File: src/cmof_defs.vh
`ifndef CMOF_DEFS_VH
`define CMOF_DEFS_VH
// Global register byte offsets
`define CMOF_OFS_CTRL 8'h00
`define CMOF_OFS_STAT 8'h02
`define CMOF_OFS_INT 8'h04
`define CMOF_OFS_BTIME 8'h06
`define CMOF_OFS_GMS 8'h08
`define CMOF_OFS_GML_LO 8'h0a
`define CMOF_OFS_GML_HI 8'h0c
`define CMOF_OFS_LMASK_LO 8'h0e
// High word of the last-object mask sits in the spare word of object 15
`define CMOF_OFS_LMASK_HI 8'hfe
// Object word index inside a 16-byte object slot
`define CMOF_OW_CTRL 3'h0
`define CMOF_OW_ID_LO 3'h1
`define CMOF_OW_ID_HI 3'h2
`define CMOF_OW_DATA0 3'h3
`define CMOF_OW_DATA3 3'h6
// Control register bits
`define CMOF_CTRL_SETUP 0
`define CMOF_CTRL_CFG_CHANGE 6
`define CMOF_CTRL_RESET 16'h0001
// Object control word bits
`define CMOF_OC_VALID 0
`define CMOF_OC_DIR 1
`define CMOF_OC_LONG 2
`define CMOF_OC_AUTO 3
`define CMOF_OC_TXREQ 4
`define CMOF_OC_RXDONE 5
`define CMOF_OC_TXDONE 6
// Status register bits
`define CMOF_ST_PASSIVE 0
`define CMOF_ST_BUSOFF 1
`define CMOF_ST_WARN 2
`define CMOF_ST_JOINED 3
// Error and join thresholds
`define CMOF_WARN_LIMIT 9'h060
`define CMOF_PASSIVE_LIMIT 9'h080
`define CMOF_BUSOFF_LIMIT 10'h100
`define CMOF_IDLE_BITS 4'hb
// Number of the catch-all receive object
`define CMOF_LAST_OBJ 4'hf
`endif

File: src/cmof_mem.v
`default_nettype none
// Message data store, one 64-bit entry per object, registered read ports
module cmof_mem #(
  parameter DEPTH = 16
) (
  input wire i_clock,
  input wire i_rstn,
  input wire [3:0] i_wr_obj,
  input wire [3:0] i_wr_lanes,
  input wire [63:0] i_wr_data,
  input wire i_rd_en,
  input wire [3:0] i_rd_obj,
  input wire [1:0] i_rd_lane,
  input wire i_rd_use_mem,
  input wire [15:0] i_rd_bypass,
  output reg [15:0] o_rd_data,
  input wire i_tx_rd,
  input wire [3:0] i_tx_obj,
  output reg [63:0] o_tx_data
);
  reg [63:0] mem [0:DEPTH-1];
  wire [63:0] rd_word = mem[i_rd_obj];
  integer l;
  // Per-lane write, 16 bits each, one process so the array has one driver
  always @(posedge i_clock) begin
    for (l = 0; l < 4; l = l + 1) begin
      if (i_wr_lanes[l]) begin
        mem[i_wr_obj][16*l +: 16] <= i_wr_data[16*l +: 16];
      end
    end
  end
  // Bus read port: memory word or register value from the top
  always @(posedge i_clock or negedge i_rstn) begin
    if (!i_rstn) begin
      o_rd_data <= 16'h0000;
    end else if (i_rd_en) begin
      if (i_rd_use_mem) begin
        case (i_rd_lane)
          2'h0: o_rd_data <= rd_word[15:0];
          2'h1: o_rd_data <= rd_word[31:16];
          2'h2: o_rd_data <= rd_word[47:32];
          default: o_rd_data <= rd_word[63:48];
        endcase
      end else begin
        o_rd_data <= i_rd_bypass;
      end
    end
  end
  // Transmit fetch port
  always @(posedge i_clock or negedge i_rstn) begin
    if (!i_rstn) begin
      o_tx_data <= 64'h0;
    end else if (i_tx_rd) begin
      o_tx_data <= mem[i_tx_obj];
    end
  end
endmodule
`default_nettype wire

File: src/cmof_btl.v
`default_nettype none
// Bit timing: pin synchroniser, quantum divider, sample point, sync
module cmof_btl (
  input wire i_clock,
  input wire i_rstn,
  input wire i_can_rx,
  input wire [5:0] i_brp,
  input wire [3:0] i_tseg1,
  input wire [2:0] i_tseg2,
  input wire [1:0] i_sjw,
  input wire i_bus_idle,
  input wire i_tx_dominant,
  output reg o_rx_bit,
  output reg o_sample
);
  reg s1_q, s2_q, prev_q;
  reg [5:0] pre_q;
  reg [4:0] tq_q, ext_q;
  wire tq_en = (pre_q == i_brp);
  wire fall = prev_q & ~s2_q;
  wire [4:0] s_pt = {1'b0, i_tseg1} + 5'h01 + ext_q;
  wire [4:0] e_pt = s_pt + {2'h0, i_tseg2} + 5'h01;
  wire [4:0] sjw_len = {3'h0, i_sjw} + 5'h01;
  wire [4:0] left = e_pt - tq_q;
  // Two-flop synchroniser, then an edge history flop
  always @(posedge i_clock or negedge i_rstn) begin
    if (!i_rstn) begin
      s1_q <= 1'b1;
      s2_q <= 1'b1;
      prev_q <= 1'b1;
    end else begin
      s1_q <= i_can_rx;
      s2_q <= s1_q;
      prev_q <= s2_q;
    end
  end
  // Quantum counting with hard sync and resync on falling edges
  always @(posedge i_clock or negedge i_rstn) begin
    if (!i_rstn) begin
      pre_q <= 6'h00;
      tq_q <= 5'h00;
      ext_q <= 5'h00;
      o_sample <= 1'b0;
      o_rx_bit <= 1'b1;
    end else begin
      o_sample <= 1'b0;
      pre_q <= tq_en ? 6'h00 : pre_q + 6'h01;
      if (fall && i_bus_idle) begin
        pre_q <= 6'h00;
        tq_q <= 5'h01;
        ext_q <= 5'h00;
      end else if (fall && !i_tx_dominant && tq_q != 5'h00) begin
        if (tq_q <= s_pt) begin
          ext_q <= (tq_q < sjw_len) ? tq_q : sjw_len;
        end else if (left <= sjw_len) begin
          tq_q <= 5'h00;
          ext_q <= 5'h00;
        end
      end else if (tq_en) begin
        if (tq_q == s_pt) begin
          o_sample <= 1'b1;
          o_rx_bit <= s2_q;
        end
        if (tq_q >= e_pt) begin
          tq_q <= 5'h00;
          ext_q <= 5'h00;
        end else begin
          tq_q <= tq_q + 5'h01;
        end
      end
    end
  end
endmodule
`default_nettype wire

File: src/cmof_top.v
// Functional notes
// - Standard frames filtered by 11-bit short mask
// - Extended frames filtered by 29-bit long mask
// - Mask bit zero means identifier bit ignored
// - Last object is receive only catch-all
// - Last object mask ANDed with format mask
// - Fifteen objects, eight data bytes, own control
// - Other objects choose transmit or receive
// - Transmit object auto-answers matching remote frame
// - Request on receive object sends remote frame
// - Per-object transmit and receive done flags
// - Join bus after eleven recessive bits
// - Interrupt register shows pending source
// - Bit timing register sets rate and segments
// - Everything fits one 256-byte region
// - Passive at 128, bus-off at 256
// - Warning flag while counter at least 96
// - Hard sync at frame start, resync otherwise
`include "cmof_defs.vh"
`default_nettype none
module cmof_top (
  input wire i_clock,
  input wire i_rstn,
  input wire [7:0] i_addr,
  input wire [15:0] i_wr_data,
  input wire i_wr_en,
  input wire i_rd_en,
  output wire [15:0] o_rd_data,
  input wire i_can_rx,
  input wire i_tx_bit,
  input wire i_bus_idle,
  output reg o_can_tx,
  output wire o_sample,
  output wire o_rx_bit,
  input wire i_rx_valid,
  input wire i_rx_ext,
  input wire i_rx_rtr,
  input wire [28:0] i_rx_id,
  input wire [3:0] i_rx_dlc,
  input wire [63:0] i_rx_data,
  output reg o_tx_valid,
  output reg [3:0] o_tx_obj,
  output reg o_tx_ext,
  output reg o_tx_rtr,
  output reg [28:0] o_tx_id,
  output reg [3:0] o_tx_dlc,
  output wire [63:0] o_tx_data,
  input wire i_tx_done,
  input wire [8:0] i_tec,
  input wire [8:0] i_rec,
  output reg o_joined,
  output reg o_error_warning_flag,
  output reg o_error_passive,
  output reg o_bus_off
);
  reg [15:0] ctrl_q;
  reg [14:0] btime_q;
  reg [10:0] gms_q;
  reg [28:0] gml_q, lmask_q;
  reg [4:0] int_q;
  reg [3:0] idle_q;
  reg busy_q, fetch_q;
  reg [15:0] rd_bypass;
  wire [15:0] rx_hit, rr_hit, txreq_v, rxdone_v, txdone_v;
  wire [15:0] ctrl_w [1:15];
  wire [28:0] id_w [1:15];
  wire cfg_on = ctrl_q[`CMOF_CTRL_SETUP] | ctrl_q[`CMOF_CTRL_CFG_CHANGE];
  wire cfg_write_ok = ctrl_q[`CMOF_CTRL_SETUP] & ctrl_q[`CMOF_CTRL_CFG_CHANGE];
  wire [3:0] a_obj = i_addr[7:4];
  wire [2:0] a_word = i_addr[3:1];
  wire rx_take = i_rx_valid & o_joined;
  wire [3:0] store_obj;
  wire store_en = rx_take & (|rx_hit);
  wire [3:0] tx_pick;
  wire tx_start = o_joined & ~busy_q & (|txreq_v);
  wire tx_end = busy_q & i_tx_done;
  wire [3:0] int_obj;
  wire [2:0] lane3 = a_word - `CMOF_OW_DATA0;
  wire use_mem = (a_obj != 4'h0) && (a_word >= `CMOF_OW_DATA0) && (a_word <= `CMOF_OW_DATA3);
  wire [63:0] mem_wdata = store_en ? i_rx_data : {4{i_wr_data}};
  wire [3:0] mem_lanes;
  wire [3:0] mem_obj = store_en ? store_obj : a_obj;
  assign rx_hit[0] = 1'b0;
  assign rr_hit[0] = 1'b0;
  assign txreq_v[0] = 1'b0;
  assign rxdone_v[0] = 1'b0;
  assign txdone_v[0] = 1'b0;
  // Received data wins the data store; a same-cycle bus data write is lost
  assign mem_lanes = store_en ? 4'hf :
    (i_wr_en && use_mem) ? (4'h1 << lane3[1:0]) : 4'h0;

  // Lowest set bit among objects 1..15
  function [3:0] lowest;
    input [15:0] v;
    integer i;
    begin
      lowest = 4'h0;
      for (i = 15; i >= 1; i = i - 1) begin
        if (v[i]) begin
          lowest = i[3:0];
        end
      end
    end
  endfunction

  assign store_obj = lowest(rx_hit);
  assign tx_pick = lowest(txreq_v);
  assign int_obj = lowest(rxdone_v | txdone_v);

  // Message objects: control, identifier, filter match
  genvar g;
  generate
    for (g = 1; g <= 15; g = g + 1) begin : g_obj
      localparam [3:0] OBJ = g;
      localparam IS_LAST = (g == 15);
      reg valid_q, dir_q, long_q, auto_q, txreq_q, rxdone_q, txdone_q;
      reg [3:0] dlc_q;
      reg [28:0] id_q;
      wire wr_ctrl = i_wr_en && a_obj == OBJ && a_word == `CMOF_OW_CTRL;
      wire wr_lo = i_wr_en && a_obj == OBJ && a_word == `CMOF_OW_ID_LO;
      wire wr_hi = i_wr_en && a_obj == OBJ && a_word == `CMOF_OW_ID_HI;
      wire [28:0] fmask = i_rx_ext ? gml_q : {18'h0, gms_q};
      wire [28:0] mask = IS_LAST ? (fmask & lmask_q) : fmask;
      wire id_ok = ((id_q ^ i_rx_id) & mask) == 29'h0;
      wire hit = valid_q & (long_q == i_rx_ext) & id_ok;
      wire store_me = store_en && store_obj == OBJ;
      wire done_me = tx_end && o_tx_obj == OBJ;
      wire rr_me = rx_take & rr_hit[g];
      assign rx_hit[g] = hit & ~dir_q & ~i_rx_rtr;
      assign rr_hit[g] = hit & dir_q & auto_q & i_rx_rtr;
      assign txreq_v[g] = txreq_q;
      assign rxdone_v[g] = rxdone_q;
      assign txdone_v[g] = txdone_q;
      assign id_w[g] = id_q;
      assign ctrl_w[g] = {4'h0, dlc_q, 1'b0, txdone_q, rxdone_q, txreq_q,
        auto_q, long_q, dir_q, valid_q};
      always @(posedge i_clock or negedge i_rstn) begin
        if (!i_rstn) begin
          valid_q <= 1'b0;
          dir_q <= 1'b0;
          long_q <= 1'b0;
          auto_q <= 1'b0;
          txreq_q <= 1'b0;
          rxdone_q <= 1'b0;
          txdone_q <= 1'b0;
          dlc_q <= 4'h0;
          id_q <= 29'h0;
        end else begin
          if (wr_ctrl) begin
            valid_q <= i_wr_data[`CMOF_OC_VALID];
            dir_q <= IS_LAST ? 1'b0 : i_wr_data[`CMOF_OC_DIR];
            long_q <= i_wr_data[`CMOF_OC_LONG];
            auto_q <= IS_LAST ? 1'b0 : i_wr_data[`CMOF_OC_AUTO];
            dlc_q <= i_wr_data[11:8];
          end
          if (wr_lo) begin
            id_q[15:0] <= i_wr_data;
          end
          if (wr_hi) begin
            id_q[28:16] <= i_wr_data[12:0];
          end
          // Transmit request: software sets, done clears, remote match sets
          if (IS_LAST) begin
            txreq_q <= 1'b0;
          end else if (rr_me) begin
            txreq_q <= 1'b1;
          end else if (done_me) begin
            txreq_q <= 1'b0;
          end else if (wr_ctrl) begin
            txreq_q <= i_wr_data[`CMOF_OC_TXREQ];
          end
          // Done flags: write one clears, hardware set wins
          rxdone_q <= (rxdone_q & ~(wr_ctrl & i_wr_data[`CMOF_OC_RXDONE])) | store_me;
          txdone_q <= (txdone_q & ~(wr_ctrl & i_wr_data[`CMOF_OC_TXDONE])) | done_me;
          if (store_me) begin
            id_q <= i_rx_id;
            dlc_q <= i_rx_dlc;
          end
        end
      end
    end
  endgenerate

  // Global registers; timing and global masks change only while setup and configuration-change bits are both set, last-object mask at any time
  always @(posedge i_clock or negedge i_rstn) begin
    if (!i_rstn) begin
      ctrl_q <= `CMOF_CTRL_RESET;
      btime_q <= 15'h0000;
      gms_q <= 11'h000;
      gml_q <= 29'h0;
      lmask_q <= 29'h0;
    end else if (i_wr_en) begin
      case (i_addr)
        `CMOF_OFS_CTRL: ctrl_q <= i_wr_data & 16'h0041;
        `CMOF_OFS_BTIME: if (cfg_write_ok) btime_q <= i_wr_data[14:0];
        `CMOF_OFS_GMS: if (cfg_write_ok) gms_q <= i_wr_data[10:0];
        `CMOF_OFS_GML_LO: if (cfg_write_ok) gml_q[15:0] <= i_wr_data;
        `CMOF_OFS_GML_HI: if (cfg_write_ok) gml_q[28:16] <= i_wr_data[12:0];
        `CMOF_OFS_LMASK_LO: lmask_q[15:0] <= i_wr_data;
        `CMOF_OFS_LMASK_HI: lmask_q[28:16] <= i_wr_data[12:0];
        default: ctrl_q <= ctrl_q;
      endcase
    end
  end

  // Register read value for non-memory words (whole map in 256 bytes)
  always @* begin
    rd_bypass = 16'h0000;
    if (a_obj != 4'h0) begin
      case (a_word)
        `CMOF_OW_CTRL: rd_bypass = ctrl_w[a_obj];
        `CMOF_OW_ID_LO: rd_bypass = id_w[a_obj][15:0];
        `CMOF_OW_ID_HI: rd_bypass = {3'h0, id_w[a_obj][28:16]};
        default: begin
          // Last-object mask high word lives in the spare word of object 15
          rd_bypass = (i_addr == `CMOF_OFS_LMASK_HI) ? {3'h0, lmask_q[28:16]} : 16'h0000;
        end
      endcase
    end else begin
      case (i_addr)
        `CMOF_OFS_CTRL: rd_bypass = ctrl_q;
        `CMOF_OFS_STAT: rd_bypass = {12'h000, o_joined, o_error_warning_flag,
          o_bus_off, o_error_passive};
        `CMOF_OFS_INT: rd_bypass = {11'h000, int_q};
        `CMOF_OFS_BTIME: rd_bypass = {1'b0, btime_q};
        `CMOF_OFS_GMS: rd_bypass = {5'h00, gms_q};
        `CMOF_OFS_GML_LO: rd_bypass = gml_q[15:0];
        `CMOF_OFS_GML_HI: rd_bypass = {3'h0, gml_q[28:16]};
        `CMOF_OFS_LMASK_LO: rd_bypass = lmask_q[15:0];
        default: rd_bypass = 16'h0000;
      endcase
    end
  end

  // Pending interrupt source: object number, bit 4 set for transmit
  always @(posedge i_clock or negedge i_rstn) begin
    if (!i_rstn) begin
      int_q <= 5'h00;
    end else if (int_obj == 4'h0) begin
      int_q <= 5'h00;
    end else begin
      int_q <= {~rxdone_v[int_obj], int_obj};
    end
  end

  // Error state from the protocol engine's counters
  always @(posedge i_clock or negedge i_rstn) begin
    if (!i_rstn) begin
      o_error_warning_flag <= 1'b0;
      o_error_passive <= 1'b0;
      o_bus_off <= 1'b0;
    end else begin
      o_error_warning_flag <= (i_tec >= `CMOF_WARN_LIMIT) | (i_rec >= `CMOF_WARN_LIMIT);
      o_error_passive <= (i_tec >= `CMOF_PASSIVE_LIMIT) | (i_rec >= `CMOF_PASSIVE_LIMIT);
      o_bus_off <= ({1'b0, i_tec} >= `CMOF_BUSOFF_LIMIT);
    end
  end

  // Bus join: count recessive samples after configuration ends
  always @(posedge i_clock or negedge i_rstn) begin
    if (!i_rstn) begin
      idle_q <= 4'h0;
      o_joined <= 1'b0;
    end else if (cfg_on) begin
      idle_q <= 4'h0;
      o_joined <= 1'b0;
    end else if (!o_joined && o_sample) begin
      if (!o_rx_bit) begin
        idle_q <= 4'h0;
      end else if (idle_q == `CMOF_IDLE_BITS - 4'h1) begin
        o_joined <= 1'b1;
      end else begin
        idle_q <= idle_q + 4'h1;
      end
    end
  end

  // Transmit scheduling: lowest requesting object, held until done
  always @(posedge i_clock or negedge i_rstn) begin
    if (!i_rstn) begin
      busy_q <= 1'b0;
      fetch_q <= 1'b0;
      o_tx_valid <= 1'b0;
      o_tx_obj <= 4'h0;
      o_tx_ext <= 1'b0;
      o_tx_rtr <= 1'b0;
      o_tx_id <= 29'h0;
      o_tx_dlc <= 4'h0;
    end else begin
      fetch_q <= tx_start;
      if (tx_start) begin
        busy_q <= 1'b1;
        o_tx_obj <= tx_pick;
      end
      if (fetch_q) begin
        o_tx_valid <= 1'b1;
        o_tx_id <= id_w[o_tx_obj];
        o_tx_ext <= ctrl_w[o_tx_obj][`CMOF_OC_LONG];
        o_tx_rtr <= ~ctrl_w[o_tx_obj][`CMOF_OC_DIR];
        o_tx_dlc <= ctrl_w[o_tx_obj][11:8];
      end
      if (tx_end) begin
        busy_q <= 1'b0;
        o_tx_valid <= 1'b0;
      end
    end
  end

  // Pin driver: recessive while not joined
  always @(posedge i_clock or negedge i_rstn) begin
    if (!i_rstn) begin
      o_can_tx <= 1'b1;
    end else begin
      o_can_tx <= o_joined ? i_tx_bit : 1'b1;
    end
  end

  cmof_mem #(
    .DEPTH(16)
  ) u_mem (
    .i_clock(i_clock),
    .i_rstn(i_rstn),
    .i_wr_obj(mem_obj),
    .i_wr_lanes(mem_lanes),
    .i_wr_data(mem_wdata),
    .i_rd_en(i_rd_en),
    .i_rd_obj(a_obj),
    .i_rd_lane(lane3[1:0]),
    .i_rd_use_mem(use_mem),
    .i_rd_bypass(rd_bypass),
    .o_rd_data(o_rd_data),
    .i_tx_rd(tx_start),
    .i_tx_obj(tx_pick),
    .o_tx_data(o_tx_data)
  );

  cmof_btl u_btl (
    .i_clock(i_clock),
    .i_rstn(i_rstn),
    .i_can_rx(i_can_rx),
    .i_brp(btime_q[5:0]),
    .i_tseg1(btime_q[9:6]),
    .i_tseg2(btime_q[12:10]),
    .i_sjw(btime_q[14:13]),
    .i_bus_idle(i_bus_idle),
    .i_tx_dominant(~o_can_tx),
    .o_rx_bit(o_rx_bit),
    .o_sample(o_sample)
  );
endmodule
`default_nettype wire

File: config.mk
export PLATFORM = sky130hd
export DESIGN_NAME = cmof_top
export DESIGN_NICKNAME = d
export VERILOG_FILES = /design/src/cmof_mem.v /design/src/cmof_btl.v /design/src/cmof_top.v
export VERILOG_INCLUDE_DIRS = /design/src
export SDC_FILE = /design/constraint.sdc
export NUM_CORES = 2
export LEC_CHECK = 0
export ABC_AREA = 1
export BUFFER_PORTS_ARGS = -buffer_cell sky130_fd_sc_hd__buf_2
export CORE_UTILIZATION = 63
export CTS_CLUSTER_DIAMETER = 30
export DETAILED_ROUTE_END_ITERATION = 8
export HOLD_SLACK_MARGIN = 0.06
export PLACE_DENSITY = 0.82
export SLEW_MARGIN = 15
export SYNTH_ARGS = -nofsm -noshare
export SYNTH_HDL_FRONTEND = slang
export SYNTH_SLANG_ARGS = --single-unit
File: constraint.sdc
create_clock -name i_clock -period 4.7 [get_ports i_clock]
set_clock_uncertainty 0.1 [all_clocks]
set_input_delay 0 -clock i_clock [delete_from_list [all_inputs] [get_ports i_clock]]
set_output_delay 0 -clock i_clock [all_outputs]
set_load 0.01 [all_outputs]
==> summary.log, run 1 <==
qor: floorplanning.rows 147
qor: global_routing.grt_pass1_wl 1090000 um
qor: logic_synthesis.yosysSeqAreaShare 50.8%
qor: place.port-buffer-count 266
qor: logic_synthesis.ys_ff_latch 1864
qor: run_status.status did not finish
qor: place.gpl.final_weighted_congestion 1.21
qor: global_routing.grt.total_usage 91.5%
qor: logic_synthesis.post_synth_edffs 1024
qor: place.placedCellCount 14100
qor: floorplanning.vertical_die_dimension 404 um
qor: global_routing.grt_start_max_net_pins 229
qor: floorplanning.initial_core_util 63.5%
qor: clocking.clock_tree.htree_level_count 5
qor: logic_synthesis.async_flop_share 45.1%
qor: logic_synthesis.syn_area_per_cell 8.64 um^2
qor: logic_synthesis.syn-instance-count 11800
qor: clocking.clock_root_buffer sky130_fd_sc_hd__clkbuf_16
qor: place.dp_hpwl 377000 um
qor: floorplanning.die_width 404 um
qor: logic_synthesis.netlist-cell-type-count 70
qor: global_routing.global_route_overflow 1630
qor: logic_synthesis.synth.cell_area 0.102 mm^2
qor: clocking.clockBufferDepth 4
qor: logic_synthesis.synth_warnings 0
qor: floorplanning.i_o_pin_total 277
qor: global_routing.first_global_vias 139000
qor: clocking.tritoncts.num_buffers 400
qor: clocking.clock-sinks 1864
qor: run_status.error_line [ERROR GRT-0116] Global routing finished with congestion. Check the congestion regions in the DRC Viewer.
qor: run_status.last-stage-reached 5_1_grt
qor: clocking.post_cts.repair.setup_buffers 0
qor: logic_synthesis.synth_top_flop_cell sky130_fd_sc_hd__edfxtp_1
[synth_stat cells, types with 8 or more instances]
cell type                      n  area (um^2)
sky130_fd_sc_hd__nand3_1    1844         9230
sky130_fd_sc_hd__nand2_1    1518         5700
sky130_fd_sc_hd__nor2_1     1118         4200
sky130_fd_sc_hd__o21ai_0    1077         5390
sky130_fd_sc_hd__edfxtp_1   1024        30700
sky130_fd_sc_hd__dfrtp_1     834        20900
sky130_fd_sc_hd__clkbuf_1    709         2660
sky130_fd_sc_hd__a22oi_1     677         5080
sky130_fd_sc_hd__inv_1       645         2420
sky130_fd_sc_hd__a21oi_1     523         2620
sky130_fd_sc_hd__o221ai_1    324         2840
sky130_fd_sc_hd__o22ai_1     222         1390
sky130_fd_sc_hd__buf_2       190          951
sky130_fd_sc_hd__o211ai_1    135         1010
sky130_fd_sc_hd__nand4_1     122          763
sky130_fd_sc_hd__buf_1       117          439
sky130_fd_sc_hd__a31oi_1      86          538
sky130_fd_sc_hd__a221oi_1     75          657
sky130_fd_sc_hd__xor2_1       62          543
sky130_fd_sc_hd__xnor2_1      57          499
sky130_fd_sc_hd__nor4_1       46          288
sky130_fd_sc_hd__nor3_1       41          205
sky130_fd_sc_hd__o21ai_1      37          185
sky130_fd_sc_hd__a41oi_1      31          272
sky130_fd_sc_hd__ha_1         28          350
sky130_fd_sc_hd__or2_2        26          163
sky130_fd_sc_hd__o2111ai_1    24          210
sky130_fd_sc_hd__inv_2        20         75.1
sky130_fd_sc_hd__buf_4        16          120
sky130_fd_sc_hd__clkinv_1     15         56.3
sky130_fd_sc_hd__nand2_2      15         93.8
sky130_fd_sc_hd__a21o_1       12         90.1
sky130_fd_sc_hd__o41a_1       11          124
sky130_fd_sc_hd__a2111oi_0    10         87.6
sky130_fd_sc_hd__o32ai_1      10         87.6
sky130_fd_sc_hd__o41ai_1      10         87.6
sky130_fd_sc_hd__o21a_1        9         67.6
sky130_fd_sc_hd__a22o_1        8         70.1
sky130_fd_sc_hd__nor3b_1       8         60.1
sky130_fd_sc_hd__o31ai_1       8         60.1
[through the flow]
step	area (um^2)	util, %	setup TNS (ns)	setup WS, ns
floorplan	102000	-	0	0.884
global placement	112000	69.8	-6.91	-0.0411
detailed placement	112000	69.8	-154.96	-0.243
CTS	128000	79.9	0	0.00412
[kinds of logic after synthesis]
family                   count (synthesis)  synth area share, %
XOR/XNOR                               119                 1.02
AND/OR/NAND/NOR                       4765                 20.5
AO/OA/AOI/OAI                         3313                 20.7
flip-flops                            1864                 50.8
other                                    1              0.00368
adder cells (fa/ha/maj)                 31                0.402
buffers and inverters                 1716                 6.63
[layer usage]
metal  GRT overflow  GRT usage (%)
met5             21           66.0
met4            602           92.7
met3            112           83.9
met2            818           99.5
met1             77           91.2
[timing repair]
item	in CTS
hold buffers	248
endpoints found under the hold margin	2506
endpoints found under the setup margin	1101
resized for setup	13
==> run 2: changes to the inputs <==
Settings changed: CORE_UTILIZATION 63 to 40, CTS_CLUSTER_DIAMETER 30 to unset, HOLD_SLACK_MARGIN 0.06 to unset, PLACE_DENSITY 0.82 to unset, PLACE_DENSITY_LB_ADDON set to 0.15.
==> summary.log, run 2 <==
qor: run_status.status finished, violations left
qor: run_status.violations_in_the_final_reports DRC, setup timing
qor: timing.setup_repair_after_global_routing_missed_its_margin true
qor: floorplanning.i_o_pin_total 277
qor: layout.most_common_cell_after_layout_fill_and_taps_aside sky130_fd_sc_hd__nand3_1
qor: clocking.clock_tree_from_tritoncts built
qor: layout.final_cells 16100
qor: clocking.clock_tree.htree_level_count 4
qor: logic_synthesis.netlist-cell-type-count 70
qor: global_routing.antenna_found_initial 63
qor: critical_path.worst-setup-path-type register to register
qor: layout.layout-drive-gt1-share 14.2%
qor: clocking.worstSkewPairLatency 0.95 ns
qor: place.placedInstanceArea 0.115 mm^2
qor: critical_path.path_depth 23
qor: place.placedCellCount 15400
qor: critical_path.timing.critical_path.slowest_cell_delay 0.56 ns
qor: place.gpl.final_weighted_congestion 1.12
qor: critical_path.startpoint_type register
qor: route.detailroute.via_count 110000
qor: layout.most-common-layout-cells sky130_fd_sc_hd__nand3_1 (1837), sky130_fd_sc_hd__nand2_1 (1494), sky130_fd_sc_hd__o21ai_0 (1069), sky130_fd_sc_hd__nor2_1 (1035), sky130_fd_sc_hd__edfxtp_1 (1024)
qor: global_routing.grt.total_usage 47.3%
qor: logic_synthesis.async_flop_share 45.1%
qor: logic_synthesis.yosysSeqAreaShare 50.8%
qor: layout.ff_latch_area 0.0518 mm^2
qor: logic_synthesis.synth.cell_area 0.102 mm^2
qor: logic_synthesis.syn-instance-count 11800
qor: clocking.worst_setup_hold_path_clk_slew 0.06 ns
qor: place.dp_hpwl 431000 um
qor: critical_path.end_kind register
qor: route.antenna_violating_nets_post_route 0
qor: critical_path.r2r_slack -0.12 ns
qor: layout.design.final.nets 12600
qor: critical_path.crit_top_cell sky130_fd_sc_hd__nand2_1
qor: hold_path.hold_path_depth 4
qor: critical_path.worst-endpoint-required 5.39 ns
qor: timing.slew_headroom 11.1%
qor: power.p_leak 48.4 nW
qor: logic_synthesis.post-synth-top-count-cell sky130_fd_sc_hd__nand3_1
qor: layout.biggestRegsByFlops u_mem.mem (1024), g_obj.id_q (435), u_mem.o_tx_data (64)
qor: route.drcViolationCount 2
qor: floorplanning.vertical_die_dimension 507 um
qor: floorplanning.die_area 0.257 mm^2
qor: critical_path.r2r-start gml_q[17]
qor: timing.tightestPinTransition 1.33 ns
qor: critical_path.reg2reg_to g_obj[1].id_q[19]
qor: logic_synthesis.post_synth_edffs 1024
qor: layout.largest_register_ff_count 1024
qor: global_routing.grt_start_max_net_pins 204
qor: clocking.tritoncts.num_buffers 214
qor: power.pwr_density_cell 369 mW/mm^2
qor: clocking.clock-sinks 1864
qor: floorplanning.initial_core_util 40.2%
qor: floorplanning.floorplan.core_area 0.254 mm^2
qor: route.route.detailed.wl_per_inst 38.8 um
qor: global_routing.first_global_vias 101000
qor: timing.report.final.hold_viol_count 0
qor: hold_path.worstHoldPathType input pin to register
qor: critical_path.worst-r2r-cell-count 23
qor: route.first_pass_iters 9
qor: logic_synthesis.syn_area_per_cell 8.64 um^2
qor: floorplanning.rows 185
qor: route.avgViaCountPerCell 6.82
qor: clocking.clockBufferDepth 3
qor: place.port-buffer-count 266
qor: layout.final_cell_area 0.124 mm^2
qor: place.dpl_worst_slack -0.224 ns
qor: logic_synthesis.post-synth-top-area-fraction 30.1%
qor: logic_synthesis.ys_top_cells_by_count sky130_fd_sc_hd__nand3_1 (1844), sky130_fd_sc_hd__nand2_1 (1518), sky130_fd_sc_hd__nor2_1 (1118)
qor: global_routing.grt_pass1_wl 843000 um
qor: critical_path.timing.critical_path.fanout_max 11
qor: timing.timing.final.setup_violations 81
qor: timing.timing.fmax 207 MHz
qor: critical_path.critical_path.cell_chain nand2_1, buf_12, buf_4, a21oi_1, o21ai_1, nand2_1, inv_1, nand4_1, nor2_1, nand3_1, nand2_1, nor2_1, nand2_1, nand2_1, nand2_4, buf_4, nand2_2, buf_12, nand2_2, o21ai_0, buf_4, inv_1, o21ai_0
qor: critical_path.worst_endpoint_data_arrival_time 5.51 ns
qor: logic_synthesis.synth_warnings 0
qor: route.totalWireLength 623000 um
qor: critical_path.critPathTopFamily simple AND/OR/NAND/NOR gates
qor: critical_path.worstPathBufferInverterCount 7
qor: route.initialDrtViolationCount 18500
qor: timing.final.hold.worst_slack 0.0233 ns
qor: layout.syn2layout_area_growth 21.6%
qor: logic_synthesis.synth.top_cells.by_area sky130_fd_sc_hd__edfxtp_1 (30%), sky130_fd_sc_hd__dfrtp_1 (20%), sky130_fd_sc_hd__nand3_1 (9.0%)
qor: hold_path.whs_endpoint g_obj[9].id_q[24]
qor: floorplanning.die_width 507 um
qor: clocking.clock_root_buffer sky130_fd_sc_hd__clkbuf_16
qor: timing.share_of_the_clock_period_used_by_the_worst_path 103%
qor: hold_path.hold_path_startpoint i_rx_id[24]
qor: layout.multiInputGateArea 0.0443 mm^2
qor: timing.fin_ws -0.124 ns
qor: global_routing.global_route_overflow 0
qor: layout.fillerInstances 24000
qor: timing.final_max_slew_viols 0
qor: power.vdd_drop_max 0.417 mV
qor: critical_path.slowest_stage sky130_fd_sc_hd__o21ai_1
qor: layout.register_containing_the_most_flip_flops_in_the_final_layout u_mem.mem
qor: run.max_cap_viol_count 0
qor: logic_synthesis.ys_ff_latch 1864
qor: timing.clock_period_minus_final_worst_setup_slack 4.82 ns
qor: logic_synthesis.yosys.area.top_type sky130_fd_sc_hd__edfxtp_1
qor: logic_synthesis.synth_top_flop_cell sky130_fd_sc_hd__edfxtp_1
## run 2: layout make-up
class | instances | area share [%]
sequential | 1864 | 41.7
multi-input combinational | 8292 | 35.7
timing repair buffer | 1409 | 11.1
clock buffer | 304 | 4.82
tap | 3366 | 3.40
inverter | 680 | 2.09
clock inverter | 101 | 1.06
antenna | 45 | 0.0908
## run 2: metrics by stage
stage                     power [mW]  utilization [%]  setup TNS (ns)
after global placement          27.6             45.2         -135.78
after floorplan                 23.5                -               0
after CTS                       45.4             48.8           -1.31
after global routing            46.8             48.8           -2.09
after detailed placement        27.8             45.2          -70.18
final                           45.7             48.8           -2.07
## run 2: how the worst max path moves through the flow
stage / start / to / slack (ns)
after floorplan: btime_q[6] / u_btl.tq_q[4] / 0.88
after global placement: gml_q[16] / u_mem.mem[5][13] / -0.33
after detailed placement: gml_q[16] / u_mem.mem[5][37] / -0.22
after CTS: gml_q[9] / u_mem.mem[5][45] / -0.08
after global routing: gml_q[9] / u_mem.mem[4][43] / -0.07
final: gml_q[17] / g_obj[1].id_q[19] / -0.12
## run 2: cells by family (layout without fill, tap and decap cells)
group	Yosys count	in the layout	share of synthesized area, %
flip-flops	1864	1864	50.8
AO/OA/AOI/OAI	3313	3313	20.7
adder cells (fa/ha/maj)	31	31	0.402
buffers and inverters	1716	2494	6.63
other	1	109	0.00368
AND/OR/NAND/NOR	4765	4765	20.5
XOR/XNOR	119	119	1.02
## run 2: worst min-delay path: stages
cell and delay [ns]:
sky130_fd_sc_hd__dlygate4sd3_1 0.58, sky130_fd_sc_hd__buf_2 0.20, sky130_fd_sc_hd__nand2_1 0.08, sky130_fd_sc_hd__nand3_1 0.08
## run 2: where the power goes
| group | leakage [nW] | switching, mW | internal [mW] |
|---|---|---|---|
| combinational | 24.3 | 6.61 | 2.86 |
| sequential | 20.6 | 0.756 | 17.9 |
| clock | 3.53 | 7.67 | 10.0 |
## run 2: metal layers
metal,wire (um),up-vias,global-route usage [%]
met5,305,-,0.259
met1,214000,53900,55.6
met3,71000,2407,12.6
met2,269000,9046,70.7
met4,69500,25,42.8
li1,-,44200,-
## run 2: what timing repair did
item                        CTS  global route
hold endpoints to repair   2455             0
gates resized for setup       9            30
setup buffers                 0             1
setup endpoints to repair   709          1763
pin swaps                     1             2
hold buffers                173             0
Note: power is estimated with default switching activity, not from simulation.
